`src/include/oscpm_pkg.sv`:
```
// Constants, register map and types for the oscillator power mode controller
package oscpm_pkg;

  // ----------------------------------------------------------------
  // Register byte addresses
  // ----------------------------------------------------------------
  localparam logic [31:0] ADR_BAND = 32'h0004_0300;
  localparam logic [31:0] ADR_TRIM = 32'h0004_0304;
  localparam logic [31:0] ADR_CTRL = 32'h0004_0308;
  localparam logic [31:0] ADR_STAT = 32'h0004_030C;

  // ----------------------------------------------------------------
  // Field positions
  // ----------------------------------------------------------------
  localparam int BAND_LSB = 3;
  localparam int BAND_MSB = 4;
  localparam int TRIM_LSB = 0;
  localparam int TRIM_MSB = 7;
  localparam int CTRL_FAST_ON = 0;
  localparam int CTRL_SRC_FAST = 1;
  localparam int CTRL_DIV_HALF = 2;
  localparam int CTRL_SLEEP = 3;
  localparam int CTRL_IDLE = 4;
  localparam int STAT_FAST_RDY = 0;
  localparam int STAT_SLOW_RDY = 1;
  localparam int STAT_CPU_FAST = 2;
  localparam int STAT_MODE_LSB = 4;
  localparam int STAT_MODE_MSB = 6;
  localparam int STAT_CAL_LSB = 8;
  localparam int STAT_CAL_MSB = 15;

  // ----------------------------------------------------------------
  // Reset values
  // ----------------------------------------------------------------
  localparam logic [1:0] BAND_RESET = 2'h0;
  localparam logic [7:0] TRIM_RESET = 8'h80;
  localparam logic CTRL_FAST_ON_RESET = 1'b1;
  localparam logic CTRL_SRC_FAST_RESET = 1'b1;
  localparam logic CTRL_DIV_HALF_RESET = 1'b0;

  // Per-band factory trims, values arbitrary
  localparam logic [7:0] CAL_BAND0 = 8'h80;
  localparam logic [7:0] CAL_BAND1 = 8'h80;
  localparam logic [7:0] CAL_BAND2 = 8'h80;
  localparam logic [7:0] CAL_BAND3 = 8'h80;

  // ----------------------------------------------------------------
  // Timing
  // ----------------------------------------------------------------
  localparam int CLK_PERIOD_NS = 8;
  localparam int FAST_SETTLE_NS = 500_000;
  localparam int SLOW_SETTLE_NS = 510_000;
  localparam int FAST_PERIOD_2M_NS = 500;
  localparam int SLOW_PERIOD_NS = 28_571;
  localparam int SLEEP_WAKE_FAST_CYC = 1024;
  localparam int SLEEP_WAKE_SLOW_CYC = 2048;
  localparam int SLEEP_WAKE_MAX_NS = 64_000_000;
  localparam int IDLE_WAKE_INSTR = 500;

  localparam int SLEEP_WAKE_NS = SLEEP_WAKE_FAST_CYC * FAST_PERIOD_2M_NS
                                 + SLEEP_WAKE_SLOW_CYC * SLOW_PERIOD_NS;
  localparam int FAST_SETTLE_CYC = (FAST_SETTLE_NS + CLK_PERIOD_NS - 1) / CLK_PERIOD_NS;
  localparam int SLOW_SETTLE_CYC = (SLOW_SETTLE_NS + CLK_PERIOD_NS - 1) / CLK_PERIOD_NS;
  localparam int SLEEP_WAKE_CYC = (SLEEP_WAKE_NS + CLK_PERIOD_NS - 1) / CLK_PERIOD_NS;
  localparam int SLEEP_WAKE_MAX_CYC = SLEEP_WAKE_MAX_NS / CLK_PERIOD_NS;
  localparam int IDLE_WAKE_2M_CYC = IDLE_WAKE_INSTR * FAST_PERIOD_2M_NS / CLK_PERIOD_NS;
  localparam int IDLE_WAKE_SLOW_CYC = IDLE_WAKE_INSTR * SLOW_PERIOD_NS / CLK_PERIOD_NS;

  // ----------------------------------------------------------------
  // Types
  // ----------------------------------------------------------------
  typedef enum logic [2:0] {
    MODE_ACTIVE,
    MODE_IDLE,
    MODE_SLEEP,
    MODE_WAKE_IDLE,
    MODE_WAKE_SLEEP
  } oscpm_mode_type;

endpackage

```
`src/hw/oscpm_sync.sv`:
```
// Two-stage synchroniser for an asynchronous level
`timescale 1ns/1ps
module oscpm_sync (
  // Clock and reset
  input wire logic clk,
  input wire logic rst_b,
  input wire logic ce,
  // Level
  input wire logic asyncIn,
  output logic syncOut
);

  logic meta_r;

  always_ff @(posedge clk or negedge rst_b) begin
    if (!rst_b) begin
      meta_r <= 1'b0;
      syncOut <= 1'b0;
    end else if (ce) begin
      meta_r <= asyncIn;
      syncOut <= meta_r;
    end
  end

endmodule

```
`src/hw/oscpm_settle.sv`:
```
// Down counter that reports when a start-up or wake delay has expired
`timescale 1ns/1ps
module oscpm_settle (
  // Clock and reset
  input wire logic clk,
  input wire logic rst_b,
  input wire logic ce,
  // Control
  input wire logic enable,
  input wire logic restart,
  input wire logic [31:0] loadCount,
  // Status
  output logic ready
);

  logic [31:0] cnt_r;

  // Disabled or restarted counters reload so each start waits the full time
  always_ff @(posedge clk or negedge rst_b) begin
    if (!rst_b) begin
      cnt_r <= 32'h0000_0000;
    end else if (ce) begin
      if (!enable || restart) begin
        cnt_r <= loadCount;
      end else if (cnt_r != 32'h0000_0000) begin
        cnt_r <= cnt_r - 32'h0000_0001;
      end
    end
  end

  assign ready = enable & ~restart & (cnt_r == 32'h0000_0000);

endmodule

```
`src/hw/oscpm_ctrl.sv`:
```
// Oscillator power mode controller: trim, band, settle and sleep/idle wake timing
//
// Our own choice: register access over Wishbone.
`timescale 1ns/1ps
module oscpm_ctrl #(
  parameter int FAST_SETTLE_CYC = oscpm_pkg::FAST_SETTLE_CYC,
  parameter int SLOW_SETTLE_CYC = oscpm_pkg::SLOW_SETTLE_CYC,
  parameter int SLEEP_WAKE_CYC = oscpm_pkg::SLEEP_WAKE_CYC,
  parameter int IDLE_WAKE_2M_CYC = oscpm_pkg::IDLE_WAKE_2M_CYC,
  parameter int IDLE_WAKE_SLOW_CYC = oscpm_pkg::IDLE_WAKE_SLOW_CYC
) (
  // Clock and reset
  input wire logic clk,
  input wire logic rst_b,
  input wire logic ce,
  // Wishbone slave
  input wire logic wb_cyc_i,
  input wire logic wb_stb_i,
  input wire logic wb_we_i,
  input wire logic [31:0] wb_adr_i,
  input wire logic [3:0] wb_sel_i,
  input wire logic [31:0] wb_dat_i,
  output logic [31:0] wb_dat_o,
  output logic wb_ack_o,
  // Wake request pin
  input wire logic wakeReq,
  // Fast oscillator control
  output logic fastOscEn,
  output logic [1:0] fastOscBand,
  output logic [7:0] fastOscTrim,
  // Slow oscillator and watchdog
  output logic slowOscEn,
  output logic watchdogClkEn,
  // Processor clock and power state
  output logic cpuClkFast,
  output logic cpuClkDivHalf,
  output logic cpuStandby,
  output logic sleepState
);

  // ----------------------------------------------------------------
  // Declarations
  // ----------------------------------------------------------------
  logic [1:0] band_r;
  logic [7:0] trim_r;
  logic fastOn_r;
  logic srcFast_r;
  logic divHalf_r;
  logic bandChg_r;
  logic ack_r;
  logic [31:0] rdat_r;
  logic cpuFast_r;
  logic fastEn_r;
  logic slowEn_r;
  logic wakeStart_r;
  logic [31:0] wakeLoad_r;
  oscpm_pkg::oscpm_mode_type mode_r;
  logic wakeSync;
  logic fastReady;
  logic slowReady;
  logic wakeDone;
  logic busReq;
  logic busWr;
  logic wrCtrl;
  logic sleepCmd;
  logic idleCmd;

  // ----------------------------------------------------------------
  // Helpers
  // ----------------------------------------------------------------
  // Factory trim for a band
  function automatic logic [7:0] calForBand(input logic [1:0] b);
    case (b)
      2'h0: calForBand = oscpm_pkg::CAL_BAND0;
      2'h1: calForBand = oscpm_pkg::CAL_BAND1;
      2'h2: calForBand = oscpm_pkg::CAL_BAND2;
      default: calForBand = oscpm_pkg::CAL_BAND3;
    endcase
  endfunction

  // Address match against one register
  function automatic logic hit(input logic [31:0] adr, input logic [31:0] reg_adr);
    hit = (adr[31:2] == reg_adr[31:2]);
  endfunction

  // Idle wake time: fixed instruction count at the current processor clock
  function automatic logic [31:0] idleWake(input logic onFast, input logic [1:0] b,
                                           input logic half);
    logic [31:0] v;
    v = 32'h0000_0000;
    if (onFast) begin
      v = 32'(IDLE_WAKE_2M_CYC) >> b;
      if (half) begin
        v = v << 1;
      end
    end else begin
      v = 32'(IDLE_WAKE_SLOW_CYC);
    end
    idleWake = v;
  endfunction

  // ----------------------------------------------------------------
  // Wake pin synchroniser
  // ----------------------------------------------------------------
  oscpm_sync u_wakeSync (
    .clk(clk),
    .rst_b(rst_b),
    .ce(ce),
    .asyncIn(wakeReq),
    .syncOut(wakeSync)
  );

  // ----------------------------------------------------------------
  // Settle and wake counters
  // ----------------------------------------------------------------
  // fast oscillator settle
  oscpm_settle u_fastSettle (
    .clk(clk),
    .rst_b(rst_b),
    .ce(ce),
    .enable(fastEn_r),
    .restart(bandChg_r),
    .loadCount(32'(FAST_SETTLE_CYC)),
    .ready(fastReady)
  );

  oscpm_settle u_slowSettle (
    .clk(clk),
    .rst_b(rst_b),
    .ce(ce),
    .enable(slowEn_r),
    .restart(1'b0),
    .loadCount(32'(SLOW_SETTLE_CYC)),
    .ready(slowReady)
  );

  oscpm_settle u_wakeTimer (
    .clk(clk),
    .rst_b(rst_b),
    .ce(ce),
    .enable(mode_r == oscpm_pkg::MODE_WAKE_IDLE || mode_r == oscpm_pkg::MODE_WAKE_SLEEP),
    .restart(wakeStart_r),
    .loadCount(wakeLoad_r),
    .ready(wakeDone)
  );

  // ----------------------------------------------------------------
  // Wishbone slave
  // ----------------------------------------------------------------
  // One wait state; ack drops the cycle after it was given
  assign busReq = wb_cyc_i & wb_stb_i & ~ack_r;
  assign busWr = wb_cyc_i & wb_stb_i & wb_we_i & ack_r;
  assign wrCtrl = busWr & wb_sel_i[0] & hit(wb_adr_i, oscpm_pkg::ADR_CTRL);
  assign sleepCmd = wrCtrl & wb_dat_i[oscpm_pkg::CTRL_SLEEP];
  assign idleCmd = wrCtrl & wb_dat_i[oscpm_pkg::CTRL_IDLE];

  always_ff @(posedge clk or negedge rst_b) begin
    if (!rst_b) begin
      ack_r <= 1'b0;
    end else if (ce) begin
      ack_r <= busReq;
    end
  end

  // Unmapped addresses still ack, reading zero
  always_ff @(posedge clk or negedge rst_b) begin
    if (!rst_b) begin
      rdat_r <= 32'h0000_0000;
    end else if (ce && busReq) begin
      rdat_r <= 32'h0000_0000;
      if (hit(wb_adr_i, oscpm_pkg::ADR_BAND)) begin
        rdat_r[oscpm_pkg::BAND_MSB:oscpm_pkg::BAND_LSB] <= band_r;
      end else if (hit(wb_adr_i, oscpm_pkg::ADR_TRIM)) begin
        rdat_r[oscpm_pkg::TRIM_MSB:oscpm_pkg::TRIM_LSB] <= trim_r;
      end else if (hit(wb_adr_i, oscpm_pkg::ADR_CTRL)) begin
        rdat_r[oscpm_pkg::CTRL_FAST_ON] <= fastOn_r;
        rdat_r[oscpm_pkg::CTRL_SRC_FAST] <= srcFast_r;
        rdat_r[oscpm_pkg::CTRL_DIV_HALF] <= divHalf_r;
      end else if (hit(wb_adr_i, oscpm_pkg::ADR_STAT)) begin
        rdat_r[oscpm_pkg::STAT_FAST_RDY] <= fastReady;
        rdat_r[oscpm_pkg::STAT_SLOW_RDY] <= slowReady;
        rdat_r[oscpm_pkg::STAT_CPU_FAST] <= cpuFast_r;
        rdat_r[oscpm_pkg::STAT_MODE_MSB:oscpm_pkg::STAT_MODE_LSB] <= mode_r;
        rdat_r[oscpm_pkg::STAT_CAL_MSB:oscpm_pkg::STAT_CAL_LSB] <= calForBand(band_r);
      end
    end
  end

  assign wb_ack_o = ack_r;
  assign wb_dat_o = rdat_r;

  // ----------------------------------------------------------------
  // Band and trim registers
  // ----------------------------------------------------------------
  // band select, 2 MHz after reset; a change restarts the settle count
  always_ff @(posedge clk or negedge rst_b) begin
    if (!rst_b) begin
      band_r <= oscpm_pkg::BAND_RESET;
      bandChg_r <= 1'b0;
    end else if (ce) begin
      bandChg_r <= 1'b0;
      if (busWr && wb_sel_i[0] && hit(wb_adr_i, oscpm_pkg::ADR_BAND)) begin
        band_r <= wb_dat_i[oscpm_pkg::BAND_MSB:oscpm_pkg::BAND_LSB];
        bandChg_r <= (wb_dat_i[oscpm_pkg::BAND_MSB:oscpm_pkg::BAND_LSB] != band_r);
      end
    end
  end

  // trim passes straight to the oscillator
  always_ff @(posedge clk or negedge rst_b) begin
    if (!rst_b) begin
      trim_r <= oscpm_pkg::TRIM_RESET;
    end else if (ce && busWr && wb_sel_i[0] && hit(wb_adr_i, oscpm_pkg::ADR_TRIM)) begin
      trim_r <= wb_dat_i[oscpm_pkg::TRIM_MSB:oscpm_pkg::TRIM_LSB];
    end
  end

  // ----------------------------------------------------------------
  // Control register
  // ----------------------------------------------------------------
  always_ff @(posedge clk or negedge rst_b) begin
    if (!rst_b) begin
      fastOn_r <= oscpm_pkg::CTRL_FAST_ON_RESET;
      srcFast_r <= oscpm_pkg::CTRL_SRC_FAST_RESET;
      divHalf_r <= oscpm_pkg::CTRL_DIV_HALF_RESET;
    end else if (ce) begin
      if (mode_r == oscpm_pkg::MODE_SLEEP && wakeSync) begin
        // wake from sleep restarts the fast oscillator too
        fastOn_r <= 1'b1;
      end else if (wrCtrl) begin
        fastOn_r <= wb_dat_i[oscpm_pkg::CTRL_FAST_ON];
        srcFast_r <= wb_dat_i[oscpm_pkg::CTRL_SRC_FAST];
        divHalf_r <= wb_dat_i[oscpm_pkg::CTRL_DIV_HALF];
      end
    end
  end

  // ----------------------------------------------------------------
  // Power mode state machine
  // ----------------------------------------------------------------
  always_ff @(posedge clk or negedge rst_b) begin
    if (!rst_b) begin
      mode_r <= oscpm_pkg::MODE_ACTIVE;
      wakeStart_r <= 1'b0;
      wakeLoad_r <= 32'h0000_0000;
    end else if (ce) begin
      wakeStart_r <= 1'b0;
      case (mode_r)
        oscpm_pkg::MODE_ACTIVE: begin
          // Sleep takes priority when both commands are written together
          if (sleepCmd) begin
            mode_r <= oscpm_pkg::MODE_SLEEP;
          end else if (idleCmd) begin
            mode_r <= oscpm_pkg::MODE_IDLE;
          end
        end
        oscpm_pkg::MODE_IDLE: begin
          // idle wake length follows the processor clock
          if (wakeSync) begin
            mode_r <= oscpm_pkg::MODE_WAKE_IDLE;
            wakeStart_r <= 1'b1;
            wakeLoad_r <= idleWake(cpuFast_r, band_r, divHalf_r);
          end
        end
        oscpm_pkg::MODE_SLEEP: begin
          // fixed fast plus slow cycle wake delay
          if (wakeSync) begin
            mode_r <= oscpm_pkg::MODE_WAKE_SLEEP;
            wakeStart_r <= 1'b1;
            wakeLoad_r <= 32'(SLEEP_WAKE_CYC);
          end
        end
        oscpm_pkg::MODE_WAKE_IDLE, oscpm_pkg::MODE_WAKE_SLEEP: begin
          if (wakeDone) begin
            mode_r <= oscpm_pkg::MODE_ACTIVE;
          end
        end
        default: begin
          mode_r <= oscpm_pkg::MODE_ACTIVE;
        end
      endcase
    end
  end

  // ----------------------------------------------------------------
  // Oscillator enables
  // ----------------------------------------------------------------
  always_ff @(posedge clk or negedge rst_b) begin
    if (!rst_b) begin
      fastEn_r <= 1'b0;
      slowEn_r <= 1'b0;
    end else if (ce) begin
      // sleep stops every band; idle leaves the fast oscillator alone
      fastEn_r <= fastOn_r && mode_r != oscpm_pkg::MODE_SLEEP && !(mode_r == oscpm_pkg::MODE_ACTIVE && sleepCmd);
      // sleep stops the slow oscillator; idle keeps it; no software off
      slowEn_r <= mode_r != oscpm_pkg::MODE_SLEEP && !(mode_r == oscpm_pkg::MODE_ACTIVE && sleepCmd);
    end
  end

  // ----------------------------------------------------------------
  // Processor clock select
  // ----------------------------------------------------------------
  // hold the old source until the requested one has settled; with the fast oscillator off, drop to slow at once
  always_ff @(posedge clk or negedge rst_b) begin
    if (!rst_b) begin
      cpuFast_r <= 1'b0;
    end else if (ce) begin
      if (!fastEn_r) begin
        cpuFast_r <= 1'b0;
      end else if (srcFast_r && fastReady) begin
        cpuFast_r <= 1'b1;
      end else if (!srcFast_r && slowReady) begin
        cpuFast_r <= 1'b0;
      end
    end
  end

  // ----------------------------------------------------------------
  // Outputs
  // ----------------------------------------------------------------
  assign fastOscEn = fastEn_r;
  assign fastOscBand = band_r;
  assign fastOscTrim = trim_r;
  assign slowOscEn = slowEn_r;
  // watchdog runs only from a stable slow oscillator
  assign watchdogClkEn = slowEn_r & slowReady;
  assign cpuClkFast = cpuFast_r;
  assign cpuClkDivHalf = divHalf_r;
  assign cpuStandby = (mode_r != oscpm_pkg::MODE_ACTIVE);
  assign sleepState = (mode_r == oscpm_pkg::MODE_SLEEP);

endmodule

```
`config.mk`:
```
export PLATFORM = sky130hd
export DESIGN_NAME = oscpm_ctrl
export DESIGN_NICKNAME = d
export VERILOG_FILES = /design/src/include/oscpm_pkg.sv /design/src/hw/oscpm_sync.sv /design/src/hw/oscpm_settle.sv /design/src/hw/oscpm_ctrl.sv
export SDC_FILE = /design/constraint.sdc
export NUM_CORES = 1
export LEC_CHECK = 0
export ABC_AREA = 1
export BUFFER_PORTS_ARGS = -buffer_cell sky130_fd_sc_hd__buf_2
export CAP_MARGIN = 0
export CORE_ASPECT_RATIO = 1.1
export CORE_MARGIN = 8
export CORE_UTILIZATION = 54
export CTS_CLUSTER_SIZE = 14
export DETAILED_ROUTE_END_ITERATION = 8
export PLACE_DENSITY = 0.83
export SLEW_MARGIN = 10
export SYNTH_ARGS = -nofsm -noshare
export SYNTH_HDL_FRONTEND = slang
export SYNTH_SLANG_ARGS = --single-unit
```
`constraint.sdc`:
```
create_clock -name clk -period 1.5 [get_ports clk]
set_input_delay 0.15 -clock clk [delete_from_list [all_inputs] [get_ports clk]]
set_output_delay 0.15 -clock clk [all_outputs]
set_load 0.02 [all_outputs]
```
==> results.cfg, run 1 <==
[synthesis]
ys.flop_type = dfrtp_1
syn_area_um2 = 10010
synth_edf_count = 0
synthDistinctLibCells = 51
ys_ff_latch = 148
syn_inst = 1401
seq_area_frac_synth = 0.3703
ys_warn_count = 0
syn_avg_cell_area_um2 = 7.146
ys_async_sr_fraction = 1.000

[floorplan]
die_w_um = 145.8
start_util = 0.5476
die_y_um = 158.8
ioPinCount = 125
rows = 52

[placed_design]
placed_cell_area_um2 = 12570
dp_hpwl_um = 22050
numPortBuffers = 72
gp_congestion = 0.9636

[run_status]
error_line = [ERROR GRT-0232] Routing congestion too high. Check the congestion heatmap in the GUI.
haltStage = global routing (5_1_grt)
status = aborted with a tool error

[clock_network]
clock_path_buffers = 2
numCtsBuffers = 17
clock_sinks = 148
cts-htree-levels = 4
cts_root_buf = clkbuf_16

[global_route]
grtUsageTotal = 0.7342
grt_max_degree = 41
grt-ovfl-total = 80

[timing]
endpoint_type = register input
worst_endpoint = u_fastSettle.cnt_r[24]$_DFFE_PN0P_/D
==> cells in the mapped netlist (all sizes together), types with 2 or more instances <==
cell | instances | area share
nor3 | 5 | 0.0057
a31oi | 2 | 0.0012
dfstp | 3 | 0.0079
nand3 | 111 | 0.059
dfrtp | 145 | 0.36
or2 | 16 | 0.010
xnor2 | 12 | 0.010
o31ai | 6 | 0.0045
nor3b | 2 | 0.0015
a21oi | 16 | 0.0080
clkinv | 2 | 0.0012
a31o | 5 | 0.0044
nor2 | 268 | 0.11
o21ai | 124 | 0.075
buf | 51 | 0.042
nand4 | 45 | 0.034
inv | 122 | 0.046
clkbuf | 6 | 0.0022
ha | 12 | 0.015
nand3b | 2 | 0.0019
o21bai | 3 | 0.0022
nand2 | 402 | 0.15
xor2 | 27 | 0.024
o211ai | 7 | 0.0082
a22oi | 4 | 0.0030
==> metrics by stage <==
stage | worst slack (ns) | setup TNS [ns] | instances | hold WS, ns
4_1_cts | -0.3427 | -20.96 | 2070 | 0.01151
2_1_floorplan | -0.03462 | -0.6630 | 1423 | -0.1456
3_3_place_gp | -0.4598 | -16.99 | 1944 | 0.09155
3_5_place_dp | -0.5061 | -21.12 | 1944 | 0.09725
==> logic make-up after synthesis <==
| family | Yosys count | synth area share |
|---|---|---|
| adders and majority gates | 12 | 0.01500 |
| buffers and inverters | 181 | 0.09174 |
| xor gates and xnor gates | 39 | 0.03412 |
| and+or+nand+nor | 852 | 0.3813 |
| other | 1 | 0.0003746 |
| AOI/OAI and AO/OA | 168 | 0.1071 |
| DFF | 148 | 0.3703 |
==> timing repair <==
item	in CTS
setup buffers	71
pin swaps	93
hold buffers	9
setup endpoints to repair	116
gates cloned	21
resized for setup	322
endpoints found under the hold margin	119
==> metal layers <==
metal | overflow | global-route usage
met1 | 2 | 0.7373
met4 | 31 | 0.7432
met2 | 42 | 0.8824
met3 | 5 | 0.5992
met5 | 0 | 0.1688
==> run 2: changes to the inputs <==
--- a/config.mk
+++ b/config.mk
@@ -8,12 +8,10 @@
 export ABC_AREA = 1
 export BUFFER_PORTS_ARGS = -buffer_cell sky130_fd_sc_hd__buf_2
 export CAP_MARGIN = 0
-export CORE_ASPECT_RATIO = 1.1
 export CORE_MARGIN = 8
-export CORE_UTILIZATION = 54
-export CTS_CLUSTER_SIZE = 14
+export CORE_UTILIZATION = 40
 export DETAILED_ROUTE_END_ITERATION = 8
-export PLACE_DENSITY = 0.83
+export PLACE_DENSITY_LB_ADDON = 0.15
 export SLEW_MARGIN = 10
 export SYNTH_ARGS = -nofsm -noshare
 export SYNTH_HDL_FRONTEND = slang
==> constraint.sdc (replaced) <==
create_clock -name clk -period 2 [get_ports clk]
set_input_delay 0.2 -clock clk [delete_from_list [all_inputs] [get_ports clk]]
set_output_delay 0.2 -clock clk [all_outputs]
set_load 0.02 [all_outputs]
==> run 2 against run 1 <==
  * The run now ends clean
  * Synthesized cell count stayed put
  * Area after synthesis stayed put
==> results.cfg, run 2 <==
[setup_path]
crit_arrival_ns = 1.69
worstPathBufferInverterCount = 2
critPathKind = flip-flop to primary output
end_kind = primary output
critPathMaxStageDelay_ns = 0.42
cp_top_family = simple AND/OR/NAND/NOR gates
cp_max_fo = 4
cp.required_ns = 1.80
worstPathCellList = nor2_2, nand2_2, nor3_2, nand4_1, inv_1, buf_4
critPathLaunchType = flip-flop
crit_slowest_cell = dfrtp_1

[timing]
grt_setup_unrepaired = no
setup_tns_ns = 0
slew_headroom = 0.5606
tightest_slew_ns = 0.6575
fmax_mhz = 529.2
hold_viol_final = 0
post-route-period-util = 0.9448
fin_hold_ws_ns = 0.006940
slew_violations = 0
post-route-min-period_ns = 1.890
skew_ns = 0.01610
setup_violations = 0

[flow_run]
drv_cap = 0

[run_status]
status = finished, final reports clean

[global_route]
grtUsageTotal = 0.1897
grt_pass1_wl_um = 47850
grt-ovfl-total = 0
grt_max_degree = 55
grt_pass1_vias = 9528
antenna_found_initial = 0

[floorplan]
coreArea_um2 = 24890
ioPinCount = 125
dieArea_um2 = 30350
rows = 58
start_util = 0.4022
die_y_um = 174.2
die_w_um = 174.2

[finish]
largest_registers = u_fastSettle.cnt_r (32), u_slowSettle.cnt_r (32), u_wakeTimer.cnt_r (32)
nets = 1599
area_growth_syn_to_layout_pct = 15.91
most-common-layout-cells = nand2_1, nor2_1, dfrtp_1, inv_1, nand3_1
register_area_um2 = 3711
multi_input_area_um2 = 5533
mostFrequentLayoutCell = nand2_1
diodes = 0
nFillCells = 2555
final_layout_size_suffix_gt1_frac = 0.1980
stdcell_count = 1855

[synthesis]
syn_avg_cell_area_um2 = 7.146
synth.area.top_cells = dfrtp_1, nand2_1, nor2_1
synthDistinctLibCells = 51
ys.flop_type = dfrtp_1
syn_inst = 1401
synth_edf_count = 0
syn_area_um2 = 10010
ys_warn_count = 0
yosysMostFrequentCell = nand2_1
synthTopCellsByCount = nand2_1, nor2_1, dfrtp_1
synth_top_area_frac = 0.3625
ys_async_sr_fraction = 1.000
seq_area_frac_synth = 0.3703
ys_ff_latch = 148
yosys.area.top_type = dfrtp_1

[placed_design]
numPortBuffers = 72
gp_congestion = 0.8829
dp_hpwl_um = 20870
dp_cells = 1815

[route]
ant_nets = 0
via_count = 9228
viasPerCell = 4.975
first_pass_iters = 5
drt_wl_total_um = 28030
routedWlPerCell_um = 15.11
drtIter0Drc = 580
route.detailed.drc = 0

[clock_network]
cts_root_buf = clkbuf_16
cts-htree-levels = 4
clk_latency_ns = 0.43
cts_tree = done
clock_sinks = 148
clock_path_buffers = 2
numCtsBuffers = 17
clk_pin_slew_ns = 0.08

[power_and_ir_drop]
peakVddDrop_uv = 459.1
p_per_area_nw_per_um2 = 670.1
p_leak_uw = 0.005826

[worst_hold_path]
hold_class = input port to flip-flop
## run 2: cell counts after synthesis
No cell type changed its count.
## run 2: path summary, 6_finish.rpt
| check | end | start | slack, ns | cells after the start |
|---|---|---|---|---|
| max reg2reg | u_fastSettle.cnt_r[24] | u_fastSettle.cnt_r[0] | 0.15 | 9 |
| max in group asynchronous | u_fastSettle.cnt_r[14] | rst_b | 0.96 | 3 |
| max | watchdogClkEn | u_slowSettle.cnt_r[6] | 0.11 | 6 |
| min reg2reg | wb_dat_o[7] | wb_dat_o[7] | 0.48 | 2 |
| min | u_wakeSync.meta_r | wakeReq | 0.007 | 3 |
| min in group asynchronous | u_fastSettle.cnt_r[10] | rst_b | 0.27 | 2 |
## run 2: worst min-delay path, stage by stage
cell     delay, ns
buf_2         0.09
nand2_1       0.05
nand2_1       0.06
## run 2: final cells by class
class | instances | share of cell area
clock buffers | 17 | 0.03666
repair buffers | 126 | 0.07429
well taps | 330 | 0.03558
inverters | 124 | 0.04141
clock inverters | 15 | 0.01542
multi-input cells | 1095 | 0.4768
flip-flops and latches | 148 | 0.3198
## run 2: per-stage QoR
stage / cell area, µm² / worst slack [ns] / power, µW / utilization
floorplan: 10090 / 0.3924 / 4089 / -
CTS: 11490 / 0.001113 / 7797 / 0.4616
global route: 11600 / 0.0003227 / 8144 / 0.4662
global placement: 10840 / -0.04828 / 4449 / 0.4353
finish: 11600 / 0.1103 / 7775 / 0.4662
detailed placement: 10840 / -0.08704 / 4460 / 0.4353
## run 2: where the power goes
part,switching (µW),total (µW),internal (µW)
Combinational,852,1280,428
Sequential,110,3210,3100
Clock,1590,3290,1700
## run 2: cell families after synthesis
logic type | after synthesis | share of synthesized area
other | 1 | 0.0003746
AOI/OAI and AO/OA | 168 | 0.1071
buffers and inverters | 181 | 0.09174
and+or+nand+nor | 852 | 0.3813
adders and majority gates | 12 | 0.01500
DFF | 148 | 0.3703
xor gates and xnor gates | 39 | 0.03412
## run 2: what timing repair did
item | 4_1_cts | 5_1_grt
cloned | 1 | 1
endpoints found under the setup margin | 14 | 42
gates resized for setup | 3 | 21
hold buffers | 3 | 0
pin swaps | 1 | 4
setup buffers | 0 | 3
endpoints found under the hold margin | 40 | 0
## run 2: routing by layer
| metal | vias to the layer above | track usage | wire length [µm] |
|---|---|---|---|
| met3 | 39 | 0.03320 | 918 |
| li1 | 4699 | - | - |
| met1 | 4326 | 0.2368 | 12650 |
| met2 | 164 | 0.3275 | 13870 |
| met5 | - | 0 | 0 |
| met4 | 0 | 0.05914 | 592 |
(Power assumes the default switching activity.)
